### src/cs_pkg.sv
// Package for the sub-to-main clock switch: register map, field positions,
// reset values, counts and the switch state encoding.
// Assumes a single 50 MHz ref_clk domain and a plain strobe register port.
package cs_pkg;

  // Register port geometry
  localparam int ADDR_W = 8;
  localparam int DATA_W = 8;

  // Register offsets (byte-wide registers on the plain port)
  localparam logic [7:0] OFS_SETTLE_SELECT = 8'h00;
  localparam logic [7:0] OFS_RUN_CONTROL = 8'h01;
  localparam logic [7:0] OFS_SETTLE_STATUS = 8'h02;
  localparam logic [7:0] OFS_CLOCK_SELECT = 8'h03;

  // Settle select field: bits 2..0, bits 7..3 read zero
  localparam int SEL_MSB = 2;
  localparam int SEL_W = 3;

  // Run control field positions
  localparam int BIT_MAIN_HALT = 7;
  localparam int BIT_SUB_HALT = 6;
  localparam int BIT_MIDDLE_ON = 1;
  localparam int BIT_FAST_HALT = 0;

  // System clock select field positions
  localparam int BIT_CLK_STATUS = 7;
  localparam int BIT_CPU_SRC_SEL = 6;
  localparam int BIT_MAIN_SRC_STS = 5;
  localparam int BIT_MAIN_SRC_SEL = 4;
  localparam int BIT_AUX_SRC_STS = 1;
  localparam int BIT_AUX_SRC_SEL = 0;

  // Values after reset
  localparam logic [2:0] RST_SETTLE_SEL = 3'h7;
  localparam logic RST_MAIN_HALT = 1'b1;
  localparam logic RST_SUB_HALT = 1'b1;
  localparam logic RST_MIDDLE_ON = 1'b0;
  localparam logic RST_FAST_HALT = 1'b0;
  localparam logic RST_CPU_SRC_SEL = 1'b0;
  localparam logic RST_MAIN_SRC_SEL = 1'b0;
  localparam logic RST_AUX_SRC_SEL = 1'b0;

  // Settle counter: counts main oscillator edges, saturates at 2^18
  localparam int SETTLE_CNT_W = 19;
  localparam logic [18:0] SETTLE_CNT_MAX = 19'h40000;

  // Cycles of ref_clk that a source change takes to complete
  localparam logic [3:0] SWITCH_CYCLES = 4'h4;

  // Clock switch states
  typedef enum logic [3:0] {
    CS_ON_MAIN = 4'b0001,
    CS_TO_SUB = 4'b0010,
    CS_ON_SUB = 4'b0100,
    CS_TO_MAIN = 4'b1000
  } cs_switch_state_t;

endpackage : cs_pkg

### src/cs_settle_counter.sv
// Main oscillator settle counter with eight elapsed flags.
// Assumes main_osc_in is the raw oscillator output, slower than ref_clk / 2.
`timescale 1ns/100ps
module cs_settle_counter
  import cs_pkg::*;
(
  input wire logic ref_clk, // 50 MHz system clock
  input wire logic rst_n, // Synchronous reset, active low
  input wire logic osc_running, // Main oscillator enabled
  input wire logic main_osc_in, // Raw main oscillator output
  output logic [7:0] settled_reg // Elapsed flags, 2^8 in bit 7
);

  logic sync1_reg, sync1_next;
  logic sync2_reg, sync2_next;
  logic prev_reg, prev_next;
  logic [SETTLE_CNT_W-1:0] cnt_reg, cnt_next;
  logic [7:0] settled_next;

  // Count rising edges of the synchronised oscillator; halting clears the count and the flags
  always_comb begin
    sync1_next = main_osc_in;
    sync2_next = sync1_reg;
    prev_next = sync2_reg;
    cnt_next = cnt_reg;
    if (!osc_running) begin
      cnt_next = '0;
    end else if (sync2_reg && !prev_reg && (cnt_reg != SETTLE_CNT_MAX)) begin
      cnt_next = cnt_reg + 19'h00001; // Saturates so flags never wrap back
    end
    // Thresholds rise monotonically, so flags set in increasing count order
    settled_next[7] = cnt_reg >= 19'h00100;
    settled_next[6] = cnt_reg >= 19'h00200;
    settled_next[5] = cnt_reg >= 19'h00400;
    settled_next[4] = cnt_reg >= 19'h00800;
    settled_next[3] = cnt_reg >= 19'h02000;
    settled_next[2] = cnt_reg >= 19'h08000;
    settled_next[1] = cnt_reg >= 19'h20000;
    settled_next[0] = cnt_reg >= 19'h40000;
    if (!osc_running) begin
      settled_next = 8'h00;
    end
  end

  // Registers only
  always_ff @(posedge ref_clk) begin
    if (!rst_n) begin
      sync1_reg <= 1'b0;
      sync2_reg <= 1'b0;
      prev_reg <= 1'b0;
      cnt_reg <= '0;
      settled_reg <= 8'h00;
    end else begin
      sync1_reg <= sync1_next;
      sync2_reg <= sync2_next;
      prev_reg <= prev_next;
      cnt_reg <= cnt_next;
      settled_reg <= settled_next;
    end
  end

endmodule : cs_settle_counter

### src/cs_clock_switch.sv
// Clock-source switch between the sub clock and the main system clock:
// register port, oscillator run controls and the source change sequencer.
// Assumes software on the plain strobe port and oscillators outside the chip.
//
// What this block does
// - Writing 0 to main crystal halt starts the main oscillator.
// - Settle status holds eight flags, 2^8 in bit 7 down to 2^18 in bit 0.
// - Writing 0 to CPU source select chooses the main system clock.
// - Clock select layout: status 7, CPU select 6, main status 5, main select 4.
// - Run control: main halt 7, sub halt 6, middle on 1, fast halt 0.
// - Writing 1 to CPU source select chooses sub clock; clock status reads 1.
//
// The register addresses and the strobed register port were left to the implementer.
`timescale 1ns/100ps
module cs_clock_switch
  import cs_pkg::*;
(
  input wire logic ref_clk, // 50 MHz system clock
  input wire logic rst_n, // Synchronous reset, active low
  input wire logic [ADDR_W-1:0] reg_addr, // Register address
  input wire logic [DATA_W-1:0] reg_wdata, // Register write data
  input wire logic reg_wr, // Write strobe, one cycle
  input wire logic reg_rd, // Read strobe, one cycle
  output logic [DATA_W-1:0] reg_rdata_reg, // Read data, cycle after reg_rd
  input wire logic main_osc_in, // Main oscillator or external clock output
  output logic main_osc_run_reg, // Enable the main crystal oscillator
  output logic sub_osc_run_reg, // Enable the sub crystal oscillator
  output logic middle_osc_run_reg, // Enable the middle-speed on-chip oscillator
  output logic fast_osc_run_reg, // Enable the fast on-chip oscillator
  output logic core_on_sub_reg, // Core clock taken from the sub clock
  output logic main_settled_reg // Selected settle time has elapsed
);

  // Register state
  logic [SEL_W-1:0] settle_sel_reg, settle_sel_next;
  logic main_halt_reg, main_halt_next;
  logic sub_halt_reg, sub_halt_next;
  logic middle_on_reg, middle_on_next;
  logic fast_halt_reg, fast_halt_next;
  logic cpu_sel_reg, cpu_sel_next;
  logic main_sel_reg, main_sel_next;
  logic aux_sel_reg, aux_sel_next;
  logic main_sts_reg, main_sts_next;
  logic aux_sts_reg, aux_sts_next;
  logic [DATA_W-1:0] reg_rdata_next;

  // Switch sequencer state
  cs_switch_state_t state_reg, state_next;
  logic [3:0] sw_cnt_reg, sw_cnt_next;
  logic clk_status_reg, clk_status_next;

  // Output flops
  logic main_osc_run_next;
  logic sub_osc_run_next;
  logic middle_osc_run_next;
  logic fast_osc_run_next;
  logic main_settled_next;

  // Decoded accesses
  logic wr_sel, wr_run, wr_ckc;
  logic [7:0] settled_flags;
  logic [7:0] settle_sel_view, run_view, ckc_view;

  // Elapsed flags are cleared whenever the main oscillator is halted
  cs_settle_counter u_settle (
    .ref_clk(ref_clk),
    .rst_n(rst_n),
    .osc_running(main_osc_run_reg),
    .main_osc_in(main_osc_in),
    .settled_reg(settled_flags)
  );

  // Address decode for the write strobe
  assign wr_sel = reg_wr && (reg_addr == OFS_SETTLE_SELECT);
  assign wr_run = reg_wr && (reg_addr == OFS_RUN_CONTROL);
  assign wr_ckc = reg_wr && (reg_addr == OFS_CLOCK_SELECT);

  // Read views; unused bits read as zero
  always_comb begin
    settle_sel_view = 8'h00;
    settle_sel_view[SEL_MSB:0] = settle_sel_reg;
    run_view = 8'h00;
    run_view[BIT_MAIN_HALT] = main_halt_reg;
    run_view[BIT_SUB_HALT] = sub_halt_reg;
    run_view[BIT_MIDDLE_ON] = middle_on_reg;
    run_view[BIT_FAST_HALT] = fast_halt_reg;
    ckc_view = 8'h00;
    ckc_view[BIT_CLK_STATUS] = clk_status_reg;
    ckc_view[BIT_CPU_SRC_SEL] = cpu_sel_reg;
    ckc_view[BIT_MAIN_SRC_STS] = main_sts_reg;
    ckc_view[BIT_MAIN_SRC_SEL] = main_sel_reg;
    ckc_view[BIT_AUX_SRC_STS] = aux_sts_reg;
    ckc_view[BIT_AUX_SRC_SEL] = aux_sel_reg;
  end

  // Register file next values
  always_comb begin
    settle_sel_next = settle_sel_reg;
    main_halt_next = main_halt_reg;
    sub_halt_next = sub_halt_reg;
    middle_on_next = middle_on_reg;
    fast_halt_next = fast_halt_reg;
    cpu_sel_next = cpu_sel_reg;
    main_sel_next = main_sel_reg;
    aux_sel_next = aux_sel_reg;
    if (wr_sel) begin
      settle_sel_next = reg_wdata[SEL_MSB:0];
    end
    if (wr_run) begin
      main_halt_next = reg_wdata[BIT_MAIN_HALT];
      sub_halt_next = reg_wdata[BIT_SUB_HALT];
      middle_on_next = reg_wdata[BIT_MIDDLE_ON];
      fast_halt_next = reg_wdata[BIT_FAST_HALT];
    end
    if (wr_ckc) begin
      cpu_sel_next = reg_wdata[BIT_CPU_SRC_SEL];
      aux_sel_next = reg_wdata[BIT_AUX_SRC_SEL];
      // The main select is frozen while the sub clock drives the core, so the
      // main clock path cannot be retargeted under a running CPU
      if (!clk_status_reg && !cpu_sel_reg) begin
        main_sel_next = reg_wdata[BIT_MAIN_SRC_SEL];
      end
    end
    // Status mirrors of the selects
    main_sts_next = main_sel_reg;
    aux_sts_next = aux_sel_reg;
  end

  // Read data stands for exactly one cycle after the read strobe
  always_comb begin
    reg_rdata_next = 8'h00;
    if (reg_rd) begin
      unique case (reg_addr)
        OFS_SETTLE_SELECT: reg_rdata_next = settle_sel_view;
        OFS_RUN_CONTROL: reg_rdata_next = run_view;
        OFS_SETTLE_STATUS: reg_rdata_next = settled_flags;
        OFS_CLOCK_SELECT: reg_rdata_next = ckc_view;
        default: reg_rdata_next = 8'h00;
      endcase
    end
  end

  // Source change sequencer: the status flag only moves after the change
  // has had SWITCH_CYCLES to complete, so software sees a real handover
  always_comb begin
    state_next = state_reg;
    sw_cnt_next = sw_cnt_reg;
    clk_status_next = clk_status_reg;
    unique case (state_reg)
      CS_ON_MAIN: begin
        clk_status_next = 1'b0;
        if (cpu_sel_reg) begin
          state_next = CS_TO_SUB;
          sw_cnt_next = SWITCH_CYCLES;
        end
      end
      CS_TO_SUB: begin
        if (sw_cnt_reg == 4'h1) begin
          state_next = CS_ON_SUB;
          clk_status_next = 1'b1;
        end else begin
          sw_cnt_next = sw_cnt_reg - 4'h1;
        end
      end
      CS_ON_SUB: begin
        clk_status_next = 1'b1;
        if (!cpu_sel_reg) begin
          state_next = CS_TO_MAIN;
          sw_cnt_next = SWITCH_CYCLES;
        end
      end
      CS_TO_MAIN: begin
        if (sw_cnt_reg == 4'h1) begin
          state_next = CS_ON_MAIN;
          clk_status_next = 1'b0;
        end else begin
          sw_cnt_next = sw_cnt_reg - 4'h1;
        end
      end
    endcase
  end

  // Oscillator run outputs and the settled indication
  always_comb begin
    main_osc_run_next = !main_halt_reg;
    sub_osc_run_next = !sub_halt_reg;
    middle_osc_run_next = middle_on_reg;
    fast_osc_run_next = !fast_halt_reg;
    // Flag for the selected time: select 0 maps to bit 7 (2^8)
    main_settled_next = settled_flags[3'h7 - settle_sel_reg];
  end

  // All registers
  always_ff @(posedge ref_clk) begin
    if (!rst_n) begin
      settle_sel_reg <= RST_SETTLE_SEL;
      main_halt_reg <= RST_MAIN_HALT;
      sub_halt_reg <= RST_SUB_HALT;
      middle_on_reg <= RST_MIDDLE_ON;
      fast_halt_reg <= RST_FAST_HALT;
      cpu_sel_reg <= RST_CPU_SRC_SEL;
      main_sel_reg <= RST_MAIN_SRC_SEL;
      aux_sel_reg <= RST_AUX_SRC_SEL;
      main_sts_reg <= RST_MAIN_SRC_SEL;
      aux_sts_reg <= RST_AUX_SRC_SEL;
      reg_rdata_reg <= 8'h00;
      state_reg <= CS_ON_MAIN;
      sw_cnt_reg <= 4'h0;
      clk_status_reg <= 1'b0;
      main_osc_run_reg <= 1'b0;
      sub_osc_run_reg <= 1'b0;
      middle_osc_run_reg <= 1'b0;
      fast_osc_run_reg <= 1'b0;
      main_settled_reg <= 1'b0;
    end else begin
      settle_sel_reg <= settle_sel_next;
      main_halt_reg <= main_halt_next;
      sub_halt_reg <= sub_halt_next;
      middle_on_reg <= middle_on_next;
      fast_halt_reg <= fast_halt_next;
      cpu_sel_reg <= cpu_sel_next;
      main_sel_reg <= main_sel_next;
      aux_sel_reg <= aux_sel_next;
      main_sts_reg <= main_sts_next;
      aux_sts_reg <= aux_sts_next;
      reg_rdata_reg <= reg_rdata_next;
      state_reg <= state_next;
      sw_cnt_reg <= sw_cnt_next;
      clk_status_reg <= clk_status_next;
      main_osc_run_reg <= main_osc_run_next;
      sub_osc_run_reg <= sub_osc_run_next;
      middle_osc_run_reg <= middle_osc_run_next;
      fast_osc_run_reg <= fast_osc_run_next;
      main_settled_reg <= main_settled_next;
    end
  end

  // Clock status flag is the core source indication seen outside
  assign core_on_sub_reg = clk_status_reg;

endmodule : cs_clock_switch

### config.mk
export PLATFORM = sky130hd
export DESIGN_NAME = cs_clock_switch
export DESIGN_NICKNAME = d
export VERILOG_FILES = /design/src/cs_pkg.sv /design/src/cs_settle_counter.sv /design/src/cs_clock_switch.sv
export SDC_FILE = /design/constraint.sdc
export NUM_CORES = 1
export LEC_CHECK = 0
export ABC_AREA = 1
export ABC_CLOCK_PERIOD_IN_PS = 1450
export BUFFER_PORTS_ARGS = -buffer_cell sky130_fd_sc_hd__buf_2
export CAP_MARGIN = 20
export CORE_MARGIN = 3
export CORE_UTILIZATION = 49
export CTS_CLUSTER_DIAMETER = 60
export CTS_CLUSTER_SIZE = 8
export DETAILED_ROUTE_END_ITERATION = 8
export PLACE_DENSITY_LB_ADDON = 0.3
export SLEW_MARGIN = 20
export SYNTH_ARGS = -nofsm -noshare
export SYNTH_HDL_FRONTEND = slang
export SYNTH_SLANG_ARGS = --single-unit
### constraint.sdc
create_clock -name ref_clk -period 1.45 [get_ports ref_clk]
set_input_delay 0.29 -clock ref_clk [delete_from_list [all_inputs] [get_ports ref_clk]]
set_output_delay 0.29 -clock ref_clk [all_outputs]
set_load 0.1 [all_outputs]
Yosys cells after proc, flatten, opt, wreduce, memory -nomap -nowiden
Index checks and enable logic that the tools add are counted.
{"block": "classes", "add_sub_neg": 3, "magnitude_cmp": 9, "eq_ne": 14, "muxes": 15, "n_reduce_logical": 20}
{"op": "$pmux 8 s4", "count": 1}
{"op": "$mux 4", "count": 7}
{"op": "$add 19x1->19 const B", "count": 1}
{"op": "$ge 19x10->1 const B", "count": 1}
{"op": "$ge 19x11->1 const B", "count": 1}
{"op": "$ge 19x12->1 const B", "count": 1}
{"op": "$ge 19x14->1 const B", "count": 1}
{"op": "$ge 19x16->1 const B", "count": 1}
{"op": "$ge 19x18->1 const B", "count": 1}
{"op": "$ge 19x19->1 const B", "count": 1}
{"op": "$ge 19x9->1 const B", "count": 1}
{"op": "$ne 19x19->1 const B", "count": 1}
{"op": "$eq 8x2->1 const B", "count": 2}
{"op": "$pmux 4 s4", "count": 1}
{"op": "$pmux 4 s3", "count": 1}
{"op": "$ne 2x2->1 const B", "count": 5}
{"op": "$eq 4x1->1 const B", "count": 2}
{"op": "$eq 8x1->1 const B", "count": 1}
{"op": "$logic_not 8->1", "count": 1}
{"op": "$reduce_and 2->1", "count": 4}
{"op": "$logic_and 1x1->1", "count": 6}
{"op": "$logic_not 1->1", "count": 6}
{"op": "$eq 4x2->1 const B", "count": 1}
{"op": "$eq 4x3->1 const B", "count": 1}
{"op": "10 further kinds", "count": 12}
{"block": "word_totals", "reg_bits": 64, "output_inout_bits": 14}

Longest topological paths before layout
{"block": "logic_depth", "ltp_word": 4, "ltp_mapped": 11}

Modules after synthesis
A second synthesis with hierarchy kept.
{"block": "unflattened", "cells_unflattened": 449, "hier_area_um2": 3135.5}
{"module": "cs_clock_switch", "instances": 1, "cells_per_inst": 224, "area_each_um2": 1580.3, "seq_area_each_um2": 680.7}
{"module": "cs_settle_counter", "instances": 1, "cells_per_inst": 225, "area_each_um2": 1555.2, "seq_area_each_um2": 600.6}

Least setup slack after synthesis
Ideal clock, no wire load.
{"block": "synth_timing", "kind": "flip-flop to flip-flop", "from": "register main_osc_run_reg", "to": "register u_settle.cnt_reg[1]", "t_arrival_ns": 1.895, "slack_ns": -0.515, "path_stages_with_launch": 6, "path_buffers": 1, "cell_sequence": "dfxtp_1 > nand2_1 > inv_1 > clkbuf_1 > o21ai_0 > a21oi_1"}
{"block": "synth_between", "elab_chain_cells": 1}
{"item": "from (decl)", "line_no": "cs_clock_switch.sv:26", "text": "output logic main_osc_run_reg,"}
{"item": "from (signal assigned)", "line_no": "cs_clock_switch.sv:230", "text": "main_osc_run_reg <= main_osc_run_next;"}
{"item": "$reduce_and 2->1 (no line)"}
{"item": "to (signal assigned)", "line_no": "cs_settle_counter.sv:57", "text": "cnt_reg <= cnt_next;"}
{"item": "to (decl)", "line_no": "cs_settle_counter.sv:17", "text": "logic [SETTLE_CNT_W-1:0] cnt_reg, cnt_next;"}
Every way passes these cells.
A chain may end at the register's enable or synchronous reset.

Final worst setup path
{"block": "layout_timing", "from": "register main_osc_run_reg", "to": "output port main_osc_run_reg"}
No word-level cell between the ends.

==> impl_metrics.env <==
export IMPL_status="complete, no violations"
export IMPL_syn_avg_cell_area_sq_um=7.146
export IMPL_cts_buffers=9
export IMPL_fp_dieH_um=84.82
export IMPL_min_to="u_settle.sync1_reg"
export IMPL_crit_family="buffers and inverters"
export IMPL_synth_area_leaders="dfxtp_1, nand2_1, nor2_1"
export IMPL_grt_setup_unrepaired="true"
export IMPL_tns_ns=0
export IMPL_path_cells="buf_2"
export IMPL_skew_ns=0.007356
export IMPL_synth_mux_area_frac=0
export IMPL_drv_slew=0
export IMPL_ant_nets=0
export IMPL_pwr_share_seq=0.430
export IMPL_die_x_um=84.82
export IMPL_period_share=0.9644
export IMPL_met3_wirelength_um=366
export IMPL_grt_first_pass_wirelength_mm=11.54
export IMPL_critical_path_cell_count=1
export IMPL_viasPerCell=5.018
export IMPL_top_layer="met4"
export IMPL_globalplace_congestion=0.8855
export IMPL_p_leak_nw=1.638
export IMPL_drtIter0Drc=127
export IMPL_p_int_w=0.003100
export IMPL_cp_max_fo=2
export IMPL_maxCapViolCount=0
export IMPL_vias=2845
export IMPL_synthSimpleGateAreaFrac=0.3543
export IMPL_yosysSeqAreaShare=0.4209
export IMPL_synth_edf_count=0
export IMPL_route_met2_wl_mm=3.239
export IMPL_drc=0
export IMPL_hold_depth=3
export IMPL_row_count=28
export IMPL_synth_most_common_cell="nand2_1"
export IMPL_arrival_ns=1.11
export IMPL_min_path_type="in2reg"
export IMPL_htree_levels=3
export IMPL_synth_seq_cells=64
export IMPL_reg2regPathDepth=8
export IMPL_ff2ff_setup_slack_ns=0.06
export IMPL_yosysUniqueCellTypes=31
export IMPL_clk_latency_ns=0.35
export IMPL_syn_to_final_growth_pct=26.06
export IMPL_layout_drive_gt1_share=0.2947
export IMPL_crit_buf_inv=1
export IMPL_r2r_start="u_settle.cnt_reg[14]"
export IMPL_hpwl_mm=4.656
export IMPL_startpoint_type="flop"
export IMPL_first_global_vias=2648
export IMPL_start_util=0.5111
export IMPL_postLayoutCoreUtil=0.6443
export IMPL_worstMarginPinSlew_ns=0.4853
export IMPL_synth_nets=451
export IMPL_synthCells=426
export IMPL_io_pins=35
export IMPL_antennaDiodeCount=0
export IMPL_final_nets=512
export IMPL_grt_ovfl_total=0
export IMPL_yosysWarnings=0
export IMPL_synth_area_sq_um=3044
export IMPL_async_flop_share=0
export IMPL_synthDominantCellAreaShare=0.4209
export IMPL_combPwrFrac=0.173
export IMPL_synth_top_family_by_area="simple AND/OR/NAND/NOR gates"
export IMPL_path_clk_slew_ns=0.07
export IMPL_synth_area_leader_cell="dfxtp_1"
export IMPL_cts_tree="done"
export IMPL_synth_fa_ha_area_frac=0.01644
export IMPL_die_area_sq_um=7194
export IMPL_worstHoldStart="main_osc_in"
export IMPL_whs_ns=0.1261
export IMPL_wl_mm=6.838
export IMPL_critical_path_endpoint_type="output port"
export IMPL_layout_cells_non_filler=567
export IMPL_slew_headroom=0.6787
export IMPL_p_switching_w=0.001352
export IMPL_p_per_area_nw_per_um2=1160
export IMPL_grt_max_degree=17
export IMPL_clockRootBuffer="clkbuf_8"
export IMPL_setup_slack_ns=0.05156
export IMPL_r2r_end="u_settle.cnt_reg[1]"
export IMPL_avgRoutedWirePerCell_um=12.06
export IMPL_core_area_sq_um=5956
export IMPL_critPathRequiredTime_ns=1.16
export IMPL_synth_xor_area_frac=0.02589
export IMPL_worstSetupPathType="reg2out"
export IMPL_critPathMaxStageDelay_ns=0.41
export IMPL_p_sw_frac=0.3037
export IMPL_drt_first_pass_iters=4
export IMPL_ys_top_cells_by_count="nand2_1, dfxtp_1, nor2_1, inv_1, a21oi_1"
export IMPL_clk_path_buf_depth=2
export IMPL_synth_compound_area_frac=0.09618
export IMPL_placedCellCount=545
export IMPL_synth_ff_type="dfxtp_1"
export IMPL_numPortBuffers=32
export IMPL_largest_register_ffs=19
export IMPL_hold_viol=0
export IMPL_clock_sinks=64
export IMPL_antenna_found_initial=0
export IMPL_period_minus_slack_ns=1.398
export IMPL_pre_cts_ws_ns=-0.01597
export IMPL_clock_fmax_mhz=715.1
export IMPL_ir_drop_mv=0.9336
export IMPL_final_setup_viol_count=0
export IMPL_pwr_share_clk=0.397
export IMPL_cp_slowest_cell="buf_2"
export IMPL_wl_met1_mm=3.137
export IMPL_holdBufCountCts=0
export IMPL_track_usage=0.1989
-- layer usage --
layer  track usage  vias to the layer above
met5             0                        -
met4       0.08345                        0
met3       0.05922                       10
met2        0.3153                       66
met1        0.2529                     1301
li1              -                     1468
-- final cells by class --
cell class,instances,area [sq um]
tap,75,93.84
fill,522,2118
clock buffer,9,123.9
inverter,52,205.2
sequential,64,1321
timing repair buffer,59,380.4
clock inverter,7,101.3
multi-input combinational,301,1612
-- cells by family (layout without fill, tap and decap cells) --
| family | Yosys count | in the layout |
|---|---|---|
| AND/OR/NAND/NOR | 238 | 238 |
| flip-flops | 64 | 64 |
| buffers and inverters | 61 | 127 |
| AO/OA/AOI/OAI | 50 | 50 |
| XOR/XNOR | 9 | 9 |
| adder cells (fa/ha/maj) | 4 | 4 |
-- cells in the final DEF (no fill, tap or decap), drive strengths merged, types with 3 or more instances in the layout --
cell    instances
nand4          12
xnor2           4
nand3          23
o21ai          14
buf            59
dfxtp          64
clkbuf          9
nor3            6
xor2            5
nand2         121
ha              4
o211ai          3
inv            55
nor2           74
a21oi          28
-- tightest hold or removal path: cells and delay by family --
| family | cells | cell delay, ns |
|---|---|---|
| buf+inv | 2 | 0.11 |
| simple gates | 1 | 0.04 |
-- power groups by stage --
| stage | sequential (W) | clock, W | combinational [W] |
|---|---|---|---|
| 3_3_place_gp | 0.00194 | 0 | 0.000637 |
| 3_5_place_dp | 0.00195 | 0 | 0.000653 |
| 4_1_cts | 0.00191 | 0.00180 | 0.000659 |
| 6_report | 0.00191 | 0.00177 | 0.000771 |
| 2_1_floorplan | 0.00200 | 0 | 0.000432 |
| 5_1_grt | 0.00193 | 0.00188 | 0.000852 |
-- per-stage QoR --
step	total power [W]	instance area, sq um
6_report	0.004453	3837
5_1_grt	0.004657	3837
4_1_cts	0.004361	3632
3_5_place_dp	0.002599	3392
3_3_place_gp	0.002579	3392
2_1_floorplan	0.002427	3048
-- worst max-delay path by stage --
| stage | start | to | slack, ns |
|---|---|---|---|
| floorplan | core_on_sub_reg | main_sel_reg | 0.04 |
| global placement | u_settle.cnt_reg[0] | u_settle.cnt_reg[18] | 0.009 |
| detailed placement | u_settle.cnt_reg[0] | u_settle.cnt_reg[18] | -0.02 |
| CTS | u_settle.cnt_reg[0] | u_settle.cnt_reg[18] | -0.0005 |
| global route | u_settle.cnt_reg[0] | u_settle.cnt_reg[18] | -0.04 |
| finish | main_osc_run_reg | main_osc_run_reg | 0.05 |
-- what timing repair did --
action                     CTS  global route
pin swaps                    1            16
setup endpoints to repair    3            24
resized for setup            4            60
buffers inserted             1             5
(Power assumes the default switching activity.)
